### src/rtl/pofs_defs.svh
// Offsets, field values and limits of the pixel offset register bank.
`ifndef POFS_DEFS_SVH
`define POFS_DEFS_SVH
`define POFS_BASE      16'h0F00
`define POFS_OFS_STAT  16'h0000
`define POFS_OFS_VAL   16'h0001
`define POFS_OFS_MIN   16'h0005
`define POFS_OFS_MAX   16'h0009
`define POFS_OFS_RAW   16'h000D
`define POFS_STAT_NA   8'h00
`define POFS_STAT_OK   8'h01
`define POFS_VAL_RST   32'h00000000
`define POFS_RAW_RST   16'h0000
`define POFS_MIN8_F    32'hC27C0000
`define POFS_MAX8_F    32'h427C0000
`define POFS_MIN10_F   32'hC37F0000
`define POFS_MAX10_F   32'h437F0000
`define POFS_MIN12_F   32'hC47FC000
`define POFS_MAX12_F   32'h447FC000
`define POFS_LIM8_H    20'sd6300
`define POFS_LIM10_H   20'sd25500
`define POFS_LIM12_H   20'sd102300
`define POFS_SH8       3'd4
`define POFS_SH10      3'd2
`define POFS_SH12      3'd0
`define POFS_TOP8      14'sd255
`define POFS_TOP10     14'sd1023
`define POFS_TOP12     14'sd4095
`define POFS_HUND      31'd100
`define POFS_RECIP     32'sd1311
`define POFS_RND       32'sd65536
`define POFS_RSH       17
`define POFS_FIFO_D    8
`endif

### src/rtl/pofs_pkg.sv
// Types shared by the pixel offset register bank.
package pofs_pkg;
    typedef enum logic [2:0]
    {
        POFS_M8  = 3'b001,
        POFS_M10 = 3'b010,
        POFS_M12 = 3'b100
    } pofs_mode_e;
    typedef struct packed
    {
        logic        line_end;
        logic [11:0] value;
    } pofs_pix_s;
endpackage

### src/rtl/pofs_regs.sv
// Pixel offset register bank with the offset pixel path and its FIFO.
`timescale 1ns/1ps
`default_nettype none
`include "pofs_defs.svh"

module pofs_fifo #(
    parameter int W = 13,
    parameter int D = 8
)
(
    input  wire logic         sys_clk,
    input  wire logic         rst,
    input  wire logic         in_valid,
    output logic              in_ready,
    input  wire logic [W-1:0] in_data,
    output logic              out_valid,
    input  wire logic         out_ready,
    output logic [W-1:0]      out_data
);
    localparam int AW = $clog2(D);
    logic [W-1:0]  mem_ff [D];
    logic [AW-1:0] wp_ff;
    logic [AW-1:0] rp_ff;
    logic [AW:0]   cnt_ff;
    logic          push;
    logic          pop;

    assign in_ready  = (cnt_ff != (AW+1)'(D));
    assign out_valid = (cnt_ff != '0);
    assign out_data  = mem_ff[rp_ff];
    assign push      = in_valid && in_ready;
    assign pop       = out_valid && out_ready;

    always_ff @(posedge sys_clk)
    begin
        if (push)
        begin
            mem_ff[wp_ff] <= in_data;
        end
    end

    always_ff @(posedge sys_clk)
    begin
        if (rst)
        begin
            wp_ff  <= '0;
            rp_ff  <= '0;
            cnt_ff <= '0;
        end
        else
        begin
            if (push)
            begin
                wp_ff <= (wp_ff == AW'(D-1)) ? '0 : wp_ff + 1'b1;
            end
            if (pop)
            begin
                rp_ff <= (rp_ff == AW'(D-1)) ? '0 : rp_ff + 1'b1;
            end
            cnt_ff <= cnt_ff + (AW+1)'(push) - (AW+1)'(pop);
        end
    end
endmodule

module pofs_regs
(
    input  wire logic                 sys_clk,
    input  wire logic                 rst,
    input  wire logic [15:0]          reg_addr,
    input  wire logic [31:0]          reg_wdata,
    input  wire logic                 reg_wr,
    input  wire logic                 reg_rd,
    output logic [31:0]               reg_rdata,
    input  wire logic [1:0]           out_mode_pin,
    input  wire logic                 offset_avail_pin,
    input  wire logic                 pix_in_valid,
    output logic                      pix_in_ready,
    input  wire pofs_pkg::pofs_pix_s  pix_in,
    output logic                      pix_out_valid,
    input  wire logic                 pix_out_ready,
    output pofs_pkg::pofs_pix_s       pix_out
);
    // Mode pins: 00 is 8 bit, 01 is 10 bit, others 12 bit.
    function automatic pofs_pkg::pofs_mode_e mode_dec(
        input logic [1:0] m
    );
        if (m == 2'b00)
        begin
            return pofs_pkg::POFS_M8;
        end
        if (m == 2'b01)
        begin
            return pofs_pkg::POFS_M10;
        end
        return pofs_pkg::POFS_M12;
    endfunction

    // Converts a float in offset units into signed hundredths, saturating.
    function automatic logic signed [19:0] f2h(input logic [31:0] f);
        logic [30:0] prod;
        logic [31:0] q;
        logic [7:0]  sh;
        logic [19:0] mag;
        prod = 31'({1'b1, f[22:0]}) * `POFS_HUND;
        sh   = 8'd150 - f[30:23];
        q    = 32'h0;
        if (f[30:23] > 8'd150)
        begin
            q = 32'hFFFFFFFF;
        end
        else if (f[30:23] != 8'h00 && sh <= 8'd31)
        begin
            q = ({1'b0, prod} + ((sh == 8'h00) ? 32'h0 :
                 (32'h1 << (sh - 8'd1)))) >> sh;
        end
        mag = (q > 32'h7FFFF) ? 20'h7FFFF : q[19:0];
        return f[31] ? -$signed(mag) : $signed(mag);
    endfunction

    // Converts a raw integer into signed hundredths of a unit.
    function automatic logic signed [19:0] r2h(
        input logic [15:0]         r,
        input pofs_pkg::pofs_mode_e m
    );
        logic signed [31:0] p;
        logic [2:0]         s;
        s = (m == pofs_pkg::POFS_M8)  ? `POFS_SH8 :
            (m == pofs_pkg::POFS_M10) ? `POFS_SH10 : `POFS_SH12;
        p = ($signed({{16{r[15]}}, r}) * 32'sd100) >>> s;
        if (p > 32'sd524287)
        begin
            return 20'sd524287;
        end
        if (p < -32'sd524287)
        begin
            return -20'sd524287;
        end
        return p[19:0];
    endfunction

    logic [1:0]           mode_s1_ff;
    logic [1:0]           mode_s2_ff;
    logic                 avail_s1_ff;
    logic                 avail_s2_ff;
    logic [31:0]          val_ff;
    logic [15:0]          raw_ff;
    logic                 src_raw_ff;
    logic signed [19:0]   hund_ff;
    logic signed [13:0]   ofs_dn_ff;
    logic [7:0]           stat_ff;
    logic [31:0]          reg_rdata_ff;
    pofs_pkg::pofs_mode_e mode;
    logic signed [19:0]   lim;
    logic [31:0]          min_f;
    logic [31:0]          max_f;
    logic signed [13:0]   top;
    logic signed [31:0]   dn_full;
    logic signed [14:0]   sum;
    pofs_pkg::pofs_pix_s  adj;
    logic                 wr_val;
    logic                 wr_raw;

    always_ff @(posedge sys_clk)
    begin
        if (rst)
        begin
            mode_s1_ff  <= 2'h0;
            mode_s2_ff  <= 2'h0;
            avail_s1_ff <= 1'b0;
            avail_s2_ff <= 1'b0;
        end
        else
        begin
            mode_s1_ff  <= out_mode_pin;
            mode_s2_ff  <= mode_s1_ff;
            avail_s1_ff <= offset_avail_pin;
            avail_s2_ff <= avail_s1_ff;
        end
    end

    assign mode  = mode_dec(mode_s2_ff);
    // Range limits follow the output mode.
    always_comb
    begin
        unique case (mode)
            pofs_pkg::POFS_M8:
            begin
                lim   = `POFS_LIM8_H;
                min_f = `POFS_MIN8_F;
                max_f = `POFS_MAX8_F;
                top   = `POFS_TOP8;
            end
            pofs_pkg::POFS_M10:
            begin
                lim   = `POFS_LIM10_H;
                min_f = `POFS_MIN10_F;
                max_f = `POFS_MAX10_F;
                top   = `POFS_TOP10;
            end
            default:
            begin
                lim   = `POFS_LIM12_H;
                min_f = `POFS_MIN12_F;
                max_f = `POFS_MAX12_F;
                top   = `POFS_TOP12;
            end
        endcase
    end

    assign wr_val = reg_wr && reg_addr == `POFS_BASE + `POFS_OFS_VAL;
    assign wr_raw = reg_wr && reg_addr == `POFS_BASE + `POFS_OFS_RAW;

    // Only the float and raw fields take writes.
    always_ff @(posedge sys_clk)
    begin
        if (rst)
        begin
            val_ff     <= `POFS_VAL_RST;
            raw_ff     <= `POFS_RAW_RST;
            src_raw_ff <= 1'b0;
        end
        else if (wr_val)
        begin
            val_ff     <= reg_wdata;
            src_raw_ff <= 1'b0;
        end
        else if (wr_raw)
        begin
            raw_ff     <= reg_wdata[15:0];
            src_raw_ff <= 1'b1;
        end
    end

    // The last written field sets the offset in hundredths of a unit.
    always_ff @(posedge sys_clk)
    begin
        if (rst)
        begin
            hund_ff <= 20'sd0;
        end
        else
        begin
            hund_ff <= src_raw_ff ? r2h(raw_ff, mode)
                                  : f2h(val_ff);
        end
    end

    assign dn_full = ($signed({{12{hund_ff[19]}}, hund_ff})
                     * `POFS_RECIP + `POFS_RND) >>> `POFS_RSH;

    always_ff @(posedge sys_clk)
    begin
        if (rst)
        begin
            ofs_dn_ff <= 14'sd0;
            stat_ff   <= `POFS_STAT_NA;
        end
        else
        begin
            ofs_dn_ff <= dn_full[13:0];
            stat_ff   <= (avail_s2_ff && hund_ff >= -lim && hund_ff <= lim)
                         ? `POFS_STAT_OK : `POFS_STAT_NA;
        end
    end

    // Read data stands in the cycle after the strobe only.
    always_ff @(posedge sys_clk)
    begin
        if (rst || !reg_rd)
        begin
            reg_rdata_ff <= 32'h0;
        end
        else
        begin
            unique case (reg_addr)
                `POFS_BASE + `POFS_OFS_STAT:
                    reg_rdata_ff <= {24'h0, stat_ff};
                `POFS_BASE + `POFS_OFS_VAL:
                    reg_rdata_ff <= val_ff;
                `POFS_BASE + `POFS_OFS_MIN:
                    reg_rdata_ff <= min_f;
                `POFS_BASE + `POFS_OFS_MAX:
                    reg_rdata_ff <= max_f;
                `POFS_BASE + `POFS_OFS_RAW:
                    reg_rdata_ff <= {16'h0, raw_ff};
                default:
                    reg_rdata_ff <= 32'h0;
            endcase
        end
    end
    assign reg_rdata = reg_rdata_ff;

    // Adds the offset and clamps to the mode's code range.
    always_comb
    begin
        sum = $signed({3'b000, pix_in.value}) + 15'(ofs_dn_ff);
        adj.line_end = pix_in.line_end;
        if (sum < 15'sd0)
        begin
            adj.value = 12'h000;
        end
        else if (sum > 15'(top))
        begin
            adj.value = top[11:0];
        end
        else
        begin
            adj.value = sum[11:0];
        end
    end

    pofs_fifo #(
        .W ($bits(pofs_pkg::pofs_pix_s)),
        .D (`POFS_FIFO_D)
    ) u_fifo (
        .sys_clk   (sys_clk),
        .rst       (rst),
        .in_valid  (pix_in_valid),
        .in_ready  (pix_in_ready),
        .in_data   (adj),
        .out_valid (pix_out_valid),
        .out_ready (pix_out_ready),
        .out_data  (pix_out)
    );
endmodule
`default_nettype wire

### config.mk
export PLATFORM = sky130hd
export DESIGN_NAME = pofs_regs
export DESIGN_NICKNAME = d
export VERILOG_FILES = /design/src/rtl/pofs_pkg.sv /design/src/rtl/pofs_regs.sv
export VERILOG_INCLUDE_DIRS = /design/src /design/src/rtl
export SDC_FILE = /design/constraint.sdc
export NUM_CORES = 1
export LEC_CHECK = 0
export BUFFER_PORTS_ARGS = -buffer_cell sky130_fd_sc_hd__buf_2
export CORE_ASPECT_RATIO = 1.4
export CORE_UTILIZATION = 60
export DETAILED_ROUTE_END_ITERATION = 12
export PLACE_DENSITY = 0.78
export SYNTH_ARGS = -nofsm -noshare
export SYNTH_HDL_FRONTEND = slang
export SYNTH_SLANG_ARGS = --single-unit
### constraint.sdc
create_clock -name sys_clk -period 11.9 [get_ports sys_clk]
set_input_delay 1.19 -clock sys_clk [delete_from_list [all_inputs] [get_ports sys_clk]]
set_output_delay 1.19 -clock sys_clk [all_outputs]
set_load 0.02 [all_outputs]
==> impl_results.md, run 1 <==
- Post-CTS setup buffer count: 0
- Antenna violations before repair: 3
- WHS: 460 ps
- CTS Root Cell: clkbuf_16
- Critical path class: flip-flop to flip-flop
- Final Hold Fails: 0
- Share of cells above drive strength 1: 11.5%
- Worst slew margin: 28.1%
- YS warnings: 0
- Antenna-violating nets left: 0
- Maxcap violations: 0
- DRC: 0
- CP peak stage delay: 740 ps
- First-pass GRT wire length: 114 mm
- Die W: 172 microns
- Routed via count: 21,199
- Row cnt: 87
- CTS resizes: 0
- Cell Area, Synth: 24,400 sq um
- Critical Path Slowest Stage Cell: o21a_1
- Starting Density: 60.6%
- Clock Latency Late Sink: 560 ps
- Clk sinks: 239
- Largest net degree at the start of global routing: 63
- Wirelength per Cell: 21.8 microns
- Commonest non-fill, non-tap cell in the layout: ha_1
- Die Y: 240 microns
- Cell family with most CP delay: compound AO/OA/AOI/OAI gates
- Register area share after synthesis: 23.9%
- CTS tree: built
- DRT iter0 DRCs: 1,534
- Die Area: 41,400 sq um
- Synth unique cells: 108
- Worst setup EP type: flip-flop
- Worst Hold Class: flip-flop to flip-flop
- Post-cts hold buffer count: 0
- Overall power: 2.00 mW
- Worst VDD drop: 0.0000941 V
- Cell area power density: 76.1 nW/um^2
- Syn avg cell area: 8.86 sq um
- IO Port Bufs: 116
- Congestion Overflow GR: 0
- Main synth FF type: dfxtp_1
- Core area: 40,200 sq um
- Final Skew: 17.8 ps
- Critical path startpoint: val_ff[3]
- Worst Path Max Fanout: 30
- HPWL Detailed: 57.4 mm
- Async SR Flop Fraction: 0%
- Status: complete, no violations
- RSZ-0062 raised after global routing: false
- H-tree lvl count: 1
- CP Buf/Inv Count: 1
- Most frequent CP cell: ha_1
- Pre-antenna DRT Iters: 7
- Number of vias per cell: 6.29
- RR Startpoint: val_ff[3]
- Final GP Congestion: 1.02
- Count of flip-flops with a built-in enable after synthesis: 104
- Most frequent cells in the layout: 327 x ha_1, 308 x inv_1, 259 x nand2_1, 221 x nor2_1, 190 x a21oi_1
- Fmax: 106 MHz
- #FFs+latches synth: 239
- Syn nets: 3,267
- Setup crit start kind: flip-flop
- Setup TNS Final: 0 ps
- Final setup vio count: 0
- Leakage: 12.1 nW
- # IOs: 117
- Post-Synthesis Cells: 2,750
- Crit path DAT: 9850 ps
- Clock-pin transition on the worst setup and hold timing paths: 60 ps
- Worst hold start: mode_s1_ff[1]
- Slew Viols, Final: 0
- Slew @ Worst Pin: 1080 ps
- Required time of the worst setup path: 12,350 ps
- Fin nets: 3,330
- TritonCTS buffer count: 25
- Fin crit share: 79.0%
- GRT Overall Usage: 36.1%
- Vias in the first global route: 21,773
- Area growth syn-to-layout: 7.91%
- Crit path time final: 9410 ps
- Final WL: 73.5 mm
- Clock Path Buffers: 3
report_power, final:
part           leakage (nW)  switching (mW)  internal, mW  total, mW
combinational          9.62           0.148         0.120      0.267
sequential             2.02          0.0315         0.889      0.920
clock                 0.420           0.343         0.470      0.813
total                  12.1           0.523          1.48       2.00
cells by family (layout without fill, tap and decap cells):
family	count (synthesis)	in the layout	share of synthesized area (%)
buffers and inverters	422	504	6.70
DFF	239	239	23.9
other	0	3	0
muxes	80	80	4.91
xor gates and xnor gates	99	99	3.76
AOI/OAI and AO/OA	640	640	17.7
adders and majority gates	447	447	26.7
and+or+nand+nor	823	823	16.3
sequential cells by signal (all words and copies together), names as in the netlist, named ones only:
| register | cells |
|---|---|
| u_fifo.mem_ff | 104 |
| reg_rdata | 32 |
| val_ff | 32 |
| hund_ff | 20 |
| raw_ff | 16 |
| ofs_dn_ff | 14 |
| u_fifo.cnt_ff | 4 |
| u_fifo.rp_ff | 3 |
| u_fifo.wp_ff | 3 |
| mode_s1_ff | 2 |
| mode_s2_ff | 2 |
| avail_s1_ff | 1 |
| avail_s2_ff | 1 |
| src_raw_ff | 1 |
| stat_ff | 1 |
path summary, 6_finish.rpt:
path	endpoint	slack, ps	depth (start not counted)
min reg2reg	mode_s2_ff[1]	460	1
max reg2reg	hund_ff[8]	2490	35
min	mode_s2_ff[1]	460	1
max	hund_ff[8]	2490	35
synth_stat cells, drive strengths merged (72+ instances only):
| cell | number | area share [%] |
|---|---|---|
| nor2 | 222 | 3.4 |
| xnor2 | 72 | 2.7 |
| o21ai | 109 | 2.3 |
| dfxtp | 135 | 11 |
| ha | 327 | 17 |
| inv | 307 | 4.7 |
| clkbuf | 78 | 1.2 |
| edfxtp | 104 | 13 |
| nand2 | 259 | 4.0 |
| nor3 | 77 | 1.7 |
| a21oi | 195 | 4.1 |
| fa | 120 | 9.9 |
metrics by stage:
stage / setup WS (ps) / cell area (sq um) / utilization [%] / instances
after floorplan: 3660 / 24400 / - / 2750
after global placement: 2770 / 25400 / 63.3 / 3320
after detailed placement: 2650 / 25400 / 63.3 / 3320
after CTS: 2570 / 26300 / 65.4 / 3366
after global routing: 1650 / 26300 / 65.4 / 3369
final: 2490 / 26300 / 65.4 / 3369
worst register-to-register path, delay by kind of cell, from the launching register on:
family | cells | cell delay (ps)
adder cells (fa/ha/maj) | 6 | 2020
XOR/XNOR | 1 | 200
flip-flops | 1 | 410
buffers and inverters | 1 | 220
AND/OR/NAND/NOR | 7 | 1160
AO/OA/AOI/OAI | 20 | 5260
area by class of cell:
class	instances	area, sq um
diodes	3	7.51
clock buffers	32	673
clock inverters	14	169
fillers	3329	13900
inverters	309	1160
multi-input cells	2089	17000
flip-flops and latches	239	5830
well taps	534	668
repair buffers	149	828
per-layer routing:
layer	GRT usage (%)	share of wire [%]	wire [microns]	vias up
met1	37.4	35	26000	10150
met4	27.4	8.1	5980	0
met5	0	0	0	-
li1	-	-	-	9916
met2	65.8	51	37700	836
met3	4.20	5.2	3840	297
Power figures use the tool's default switching activity.
==> run 2: changes to the inputs <==
Settings changed: CORE_UTILIZATION 60 to 58, PLACE_DENSITY 0.78 to 0.79.
Clock period 11.9 ns to 8.4 ns, I/O delays scaled along.
==> impl_results.md, run 2 (synthesis results as in run 1) <==
- Inserted Diodes: 0
- Most frequent cells in the layout: 322 x ha_1, 307 x inv_1, 259 x nand2_1, 219 x nor2_1, 185 x a21oi_1
- Congestion Overflow GR: 0
- Worst VDD drop: 0.000135 V
- Largest reg by FF count: u_fifo.mem_ff
- Starting Density: 59.0%
- Final Hold Fails: 0
- H-tree lvl count: 1
- Cell area power density: 98.7 nW/um^2
- Leakage: 12.6 nW
- Fin nets: 3,428
- WHS: 454 ps
- Final setup vio count: 0
- CP peak stage delay: 560 ps
- Clock Path Buffers: 3
- Placed insts: 3,421
- Worst Path Max Fanout: 16
- Clock Latency Late Sink: 560 ps
- Final GP Congestion: 0.992
- Overall power: 2.69 mW
- Post-cts hold buffer count: 0
- Worst slew margin: 22.5%
- Number of vias per cell: 6.28
- DRT iter0 DRCs: 1,420
- Fillers: 3,324
- Slew @ Worst Pin: 1150 ps
- Fmax: 123 MHz
- # IOs: 117
- Die Area: 42,800 sq um
- Area taken by multi-input logic gates: 17,300 sq um
- Fin crit share: 97.2%
- Register area: 5830 sq um
- Slew Viols, Final: 0
- Largest net degree at the start of global routing: 69
- First-pass GRT wire length: 119 mm
- Wirelength per Cell: 22.1 microns
- Final WL: 76.5 mm
- Critical Path Slowest Stage Cell: fa_1
- GRT Overall Usage: 35.8%
- Final Skew: 16.3 ps
- Crit path time final: 8160 ps
- Die Y: 244 microns
- Routed via count: 21,786
- Maxcap violations: 0
- Status: complete, no violations
- HPWL Detailed: 61.1 mm
- Vias in the first global route: 22,666
- Antenna-violating nets left: 0
- Most frequent CP cell: buf_4
- Non-filler instance count after layout: 3,469
- Required time of the worst setup path: 8870 ps
- Clk sinks: 239
- Pre-antenna DRT Iters: 6
- DRC: 0
- CTS Root Cell: clkbuf_16
- Worst setup EP type: flip-flop
- Max reg flops: 104
- Crit path DAT: 8630 ps
- Share of cells above drive strength 1: 16.1%
- Worst Hold Class: flip-flop to flip-flop
- TritonCTS buffer count: 24
- Clock-pin transition on the worst setup and hold timing paths: 70 ps
- CTS tree: built
- Core area: 41,300 sq um
- Setup crit start kind: flip-flop
- Antenna violations before repair: 1
- Row cnt: 88
- Area growth syn-to-layout: 11.9%
- Die W: 175 microns
- IO Port Bufs: 116
- Commonest non-fill, non-tap cell in the layout: ha_1
- Critical path class: flip-flop to flip-flop
-- run 2: cell count changes in the layout (fill, tap and decap cells not counted), sizes merged --
cell / before / now
bufinv: 3 / 0
diode: 3 / 0
inv: 312 / 311
clkinvlp: 1 / 2
clkinv: 7 / 10
clkbuf: 32 / 30
buf: 149 / 248
-- run 2: critical path, delay by kind of cell, from the launching register on --
kind	cells	cell delay, ps
compound gates	16	3190
simple gates	7	1910
fa+ha+maj	5	1520
buf+inv	5	740
flops	1	330
xor+xnor	1	180
mux	1	180
-- run 2: path summary, 6_finish.rpt --
| kind | slack, ps | endpoint | cells after the start | start |
|---|---|---|---|---|
| worst max-delay path | 240 | hund_ff[18] | 35 | val_ff[2] |
| worst max register to register | 240 | hund_ff[18] | 35 | val_ff[2] |
| worst min-delay path | 450 | mode_s2_ff[1] | 1 | mode_s1_ff[1] |
| worst min register to register | 450 | mode_s2_ff[1] | 1 | mode_s1_ff[1] |
-- run 2: power by group --
| part | internal (mW) | switching [mW] | total (mW) |
|---|---|---|---|
| Combinational | 0.170 | 0.209 | 0.379 |
| Clock | 0.537 | 0.476 | 1.01 |
| Sequential | 1.26 | 0.0417 | 1.30 |
| Total | 1.97 | 0.726 | 2.69 |
-- run 2: area by class of cell --
type | instances | share of cell area, %
Multi-Input combinational cell | 2089 | 63.4
Inverter | 309 | 4.25
Clock buffer | 30 | 2.29
Sequential cell | 239 | 21.4
Tap cell | 540 | 2.48
Timing Repair Buffer | 248 | 5.78
Clock inverter | 14 | 0.404
-- run 2: what timing repair did --
item	CTS	global route
pin swaps	1	29
endpoints found under the setup margin	16	18
gates resized for setup	11	62
setup buffers	1	3
-- run 2: per-layer routing --
metal | vias to the layer above | part of all wire, % | global-route usage, %
li1 | 10112 | - | -
met5 | - | 0.014 | 0
met2 | 939 | 51 | 66.8
met4 | 2 | 9.4 | 28.9
met3 | 355 | 5.6 | 4.14
met1 | 10378 | 34 | 35.5
-- run 2: stage by stage --
stage | setup slack (ps) | utilization (%) | setup TNS (ps) | cell area (sq um)
after floorplan | 158 | - | 0 | 24400
after global placement | -225 | 63.4 | -976 | 26200
after detailed placement | -527 | 63.4 | -3720 | 26200
after CTS | 3.10 | 65.3 | 0 | 26900
after global routing | -67.9 | 66.0 | -140 | 27300
final | 238 | 66.0 | 0 | 27300
==> run 3: changes to the inputs <==
Settings changed: ABC_AREA set to 1, RECOVER_POWER set to 100.
==> impl_results.md, run 3 <==
- Worst Setup EP: hund_ff[1]
- Area taken by multi-input logic gates: 15,700 sq um
- Setup TNS Final: 0 ps
- #FFs+latches synth: 239
- Most frequent CP cell: nand3_1
- Die Y: 241 microns
- Synth cell count leaders: 477 x nand2_1, 464 x inv_1, 361 x nor2_1, 327 x ha_1, 194 x a21oi_1
- Register area share after synthesis: 24.7%
- Slew @ Worst Pin: 2530 ps
- Final Hold Fails: 0
- RR Startpoint: val_ff[4]
- Worst Hold Class: flip-flop to flip-flop
- Post-Synthesis Cells: 3,086
- DRT iter0 DRCs: 1,393
- Combinational family with the most area after synthesis: adder cells
- Final GP Congestion: 1.01
- First-pass GRT wire length: 110 mm
- Antenna-violating nets left: 0
- Most frequent cells in the layout: 475 x nand2_1, 464 x inv_1, 359 x nor2_1, 326 x ha_1
- Vias in the first global route: 21,995
- Syn avg cell area: 7.66 sq um
- Synth Area in XOR/XNOR: 2.67%
- Setup crit start kind: flip-flop
- Post-synthesis mux area share: 0.127%
- GRT Overall Usage: 34.0%
- Die Area: 41,600 sq um
- Post-synthesis adder-cell area fraction: 27.5%
- Worst Slack Setup Final: 618 ps
- Wirelength per Cell: 18.9 microns
- H-tree lvl count: 1
- Fin crit share: 92.6%
- Slew Viols, Final: 100
- Fmax: 129 MHz
- Row cnt: 87
- Final setup vio count: 0
- Commonest non-fill, non-tap cell in the layout: nand2_1
- Post-CTS setup buffer count: 0
- Required time of the worst setup path: 8800 ps
- IO Port Bufs: 116
- Share of cells above drive strength 1: 7.08%
- Critical path class: flip-flop to flip-flop
- Antenna violations before repair: 5
- YS warnings: 0
- Critical path startpoint: val_ff[4]
- FF-to-FF setup slack: 620 ps
- DRC: 0
- Register area: 5830 sq um
- Main synth FF type: dfxtp_1
- Pre-antenna DRT Iters: 5
- Synth Area in Compound Gates: 13.5%
- DP Worst Slack: 341 ps
- Failing checks: max-capacitance violations, max-slew violations
- Status: complete, but fails checks
- Congestion Overflow GR: 0
- Fin nets: 3,690
- Worst setup EP type: flip-flop
- Post-cts hold buffer count: 0
- Synth unique cells: 61
- Worst VDD drop: 0.000152 V
- Cell area power density: 120 nW/um^2
- Number of vias per cell: 5.81
- Largest net degree at the start of global routing: 60
- Clk sinks: 239
- Crit path DAT: 8180 ps
- Routed via count: 21,669
- Crit path time final: 7780 ps
- Worst slew margin: -68.8%
- CTS Root Cell: clkbuf_16
- Count of flip-flops with a built-in enable after synthesis: 104
- Final WL: 70.5 mm
- Area growth syn-to-layout: 8.47%
- Clock Path Buffers: 3
- Clock Latency Late Sink: 580 ps
- Synth area leaders: ha_1 17%, edfxtp_1 13%, dfxtp_1 11%
- Die W: 173 microns
- Post-synthesis simple-gate area fraction: 22.2%
- Critical Path Slowest Stage Cell: a21oi_1
- # IOs: 117
- Worst Path Max Fanout: 5
- Max reg flops: 104
- HPWL Detailed: 56.1 mm
- Top cell type's share of synthesized area: 17.3%
- TritonCTS buffer count: 26
- Syn nets: 3,603
- Starting Density: 58.7%
- CP peak stage delay: 610 ps
- Final Skew: 33.7 ps
- CTS tree: built
- Reg2reg path depth: 53
- R2R Path End: hund_ff[1]
- Cell Area, Synth: 23,600 sq um
- WHS: 400 ps
- Fillers: 3,600
- Leakage: 13.1 nW
- Core area: 40,300 sq um
- Most frequent cell after synthesis: nand2_1
- Async SR Flop Fraction: 0%
- Largest reg by FF count: u_fifo.mem_ff
- Overall power: 3.07 mW
- Clock-pin transition on the worst setup and hold timing paths: 70 ps
- Maxcap violations: 2
- Post-synth top area cell: ha_1
## run 3: what timing repair did
action	CTS	global route
endpoints found under the setup margin	0	18
hold endpoints to repair	0	0
gates resized for setup	0	25
## run 3: per-layer routing
layer / track usage [%] / routed length (microns)
met5: 0 / 27
met4: 28.2 / 6080
met3: 4.33 / 3390
met2: 65.4 / 36700
met1: 32.3 / 24400
## run 3: cell type report
class / instances / share of cell area [%]
clock buffers: 31 / 2.61
clock inverters: 17 / 0.874
well taps: 534 / 2.61
diodes: 3 / 0.0293
inverters: 482 / 7.08
flip-flops and latches: 239 / 22.7
multi-input cells: 2272 / 61.2
repair buffers: 152 / 2.87
## run 3: through the flow
stage / area, sq um / utilization (%) / instances
CTS: 25600 / 63.7 / 3727
detailed placement: 24700 / 61.4 / 3679
finish: 25600 / 63.6 / 3730
global route: 25600 / 63.6 / 3730
floorplan: 23600 / - / 3086
global placement: 24700 / 61.4 / 3679
## run 3: cells by family after synthesis
group	Yosys count
flip-flops	239
AO/OA/AOI/OAI	559
multiplexers	3
AND/OR/NAND/NOR	1191
XOR/XNOR	72
adder cells (fa/ha/maj)	447
buffers and inverters	575
## run 3: power by group
group          switching [mW]  internal (mW)
registers              0.0311           1.28
logic                   0.385          0.161
clock network           0.510          0.700
total                   0.925           2.14
## run 3: worst min path at each step
| stage | depth (start not counted) | startpoint | to |
|---|---|---|---|
| 5_1_grt | 2 | avail_s1_ff | avail_s2_ff |
| 4_1_cts | 2 | avail_s1_ff | avail_s2_ff |
| 2_1_floorplan | 2 | avail_s1_ff | avail_s2_ff |
| 3_5_place_dp | 2 | mode_s1_ff[1] | mode_s2_ff[1] |
| 3_3_place_gp | 2 | mode_s1_ff[0] | mode_s2_ff[0] |
| 6_report | 2 | avail_s1_ff | avail_s2_ff |
## run 3: worst max-delay path: cells and delay by family, from the launching register on
family	cells	cell delay (ps)
xor gates and xnor gates	1	140
and+or+nand+nor	34	3140
DFF	1	410
buffers and inverters	6	370
adders and majority gates	6	1980
AOI/OAI and AO/OA	6	1530
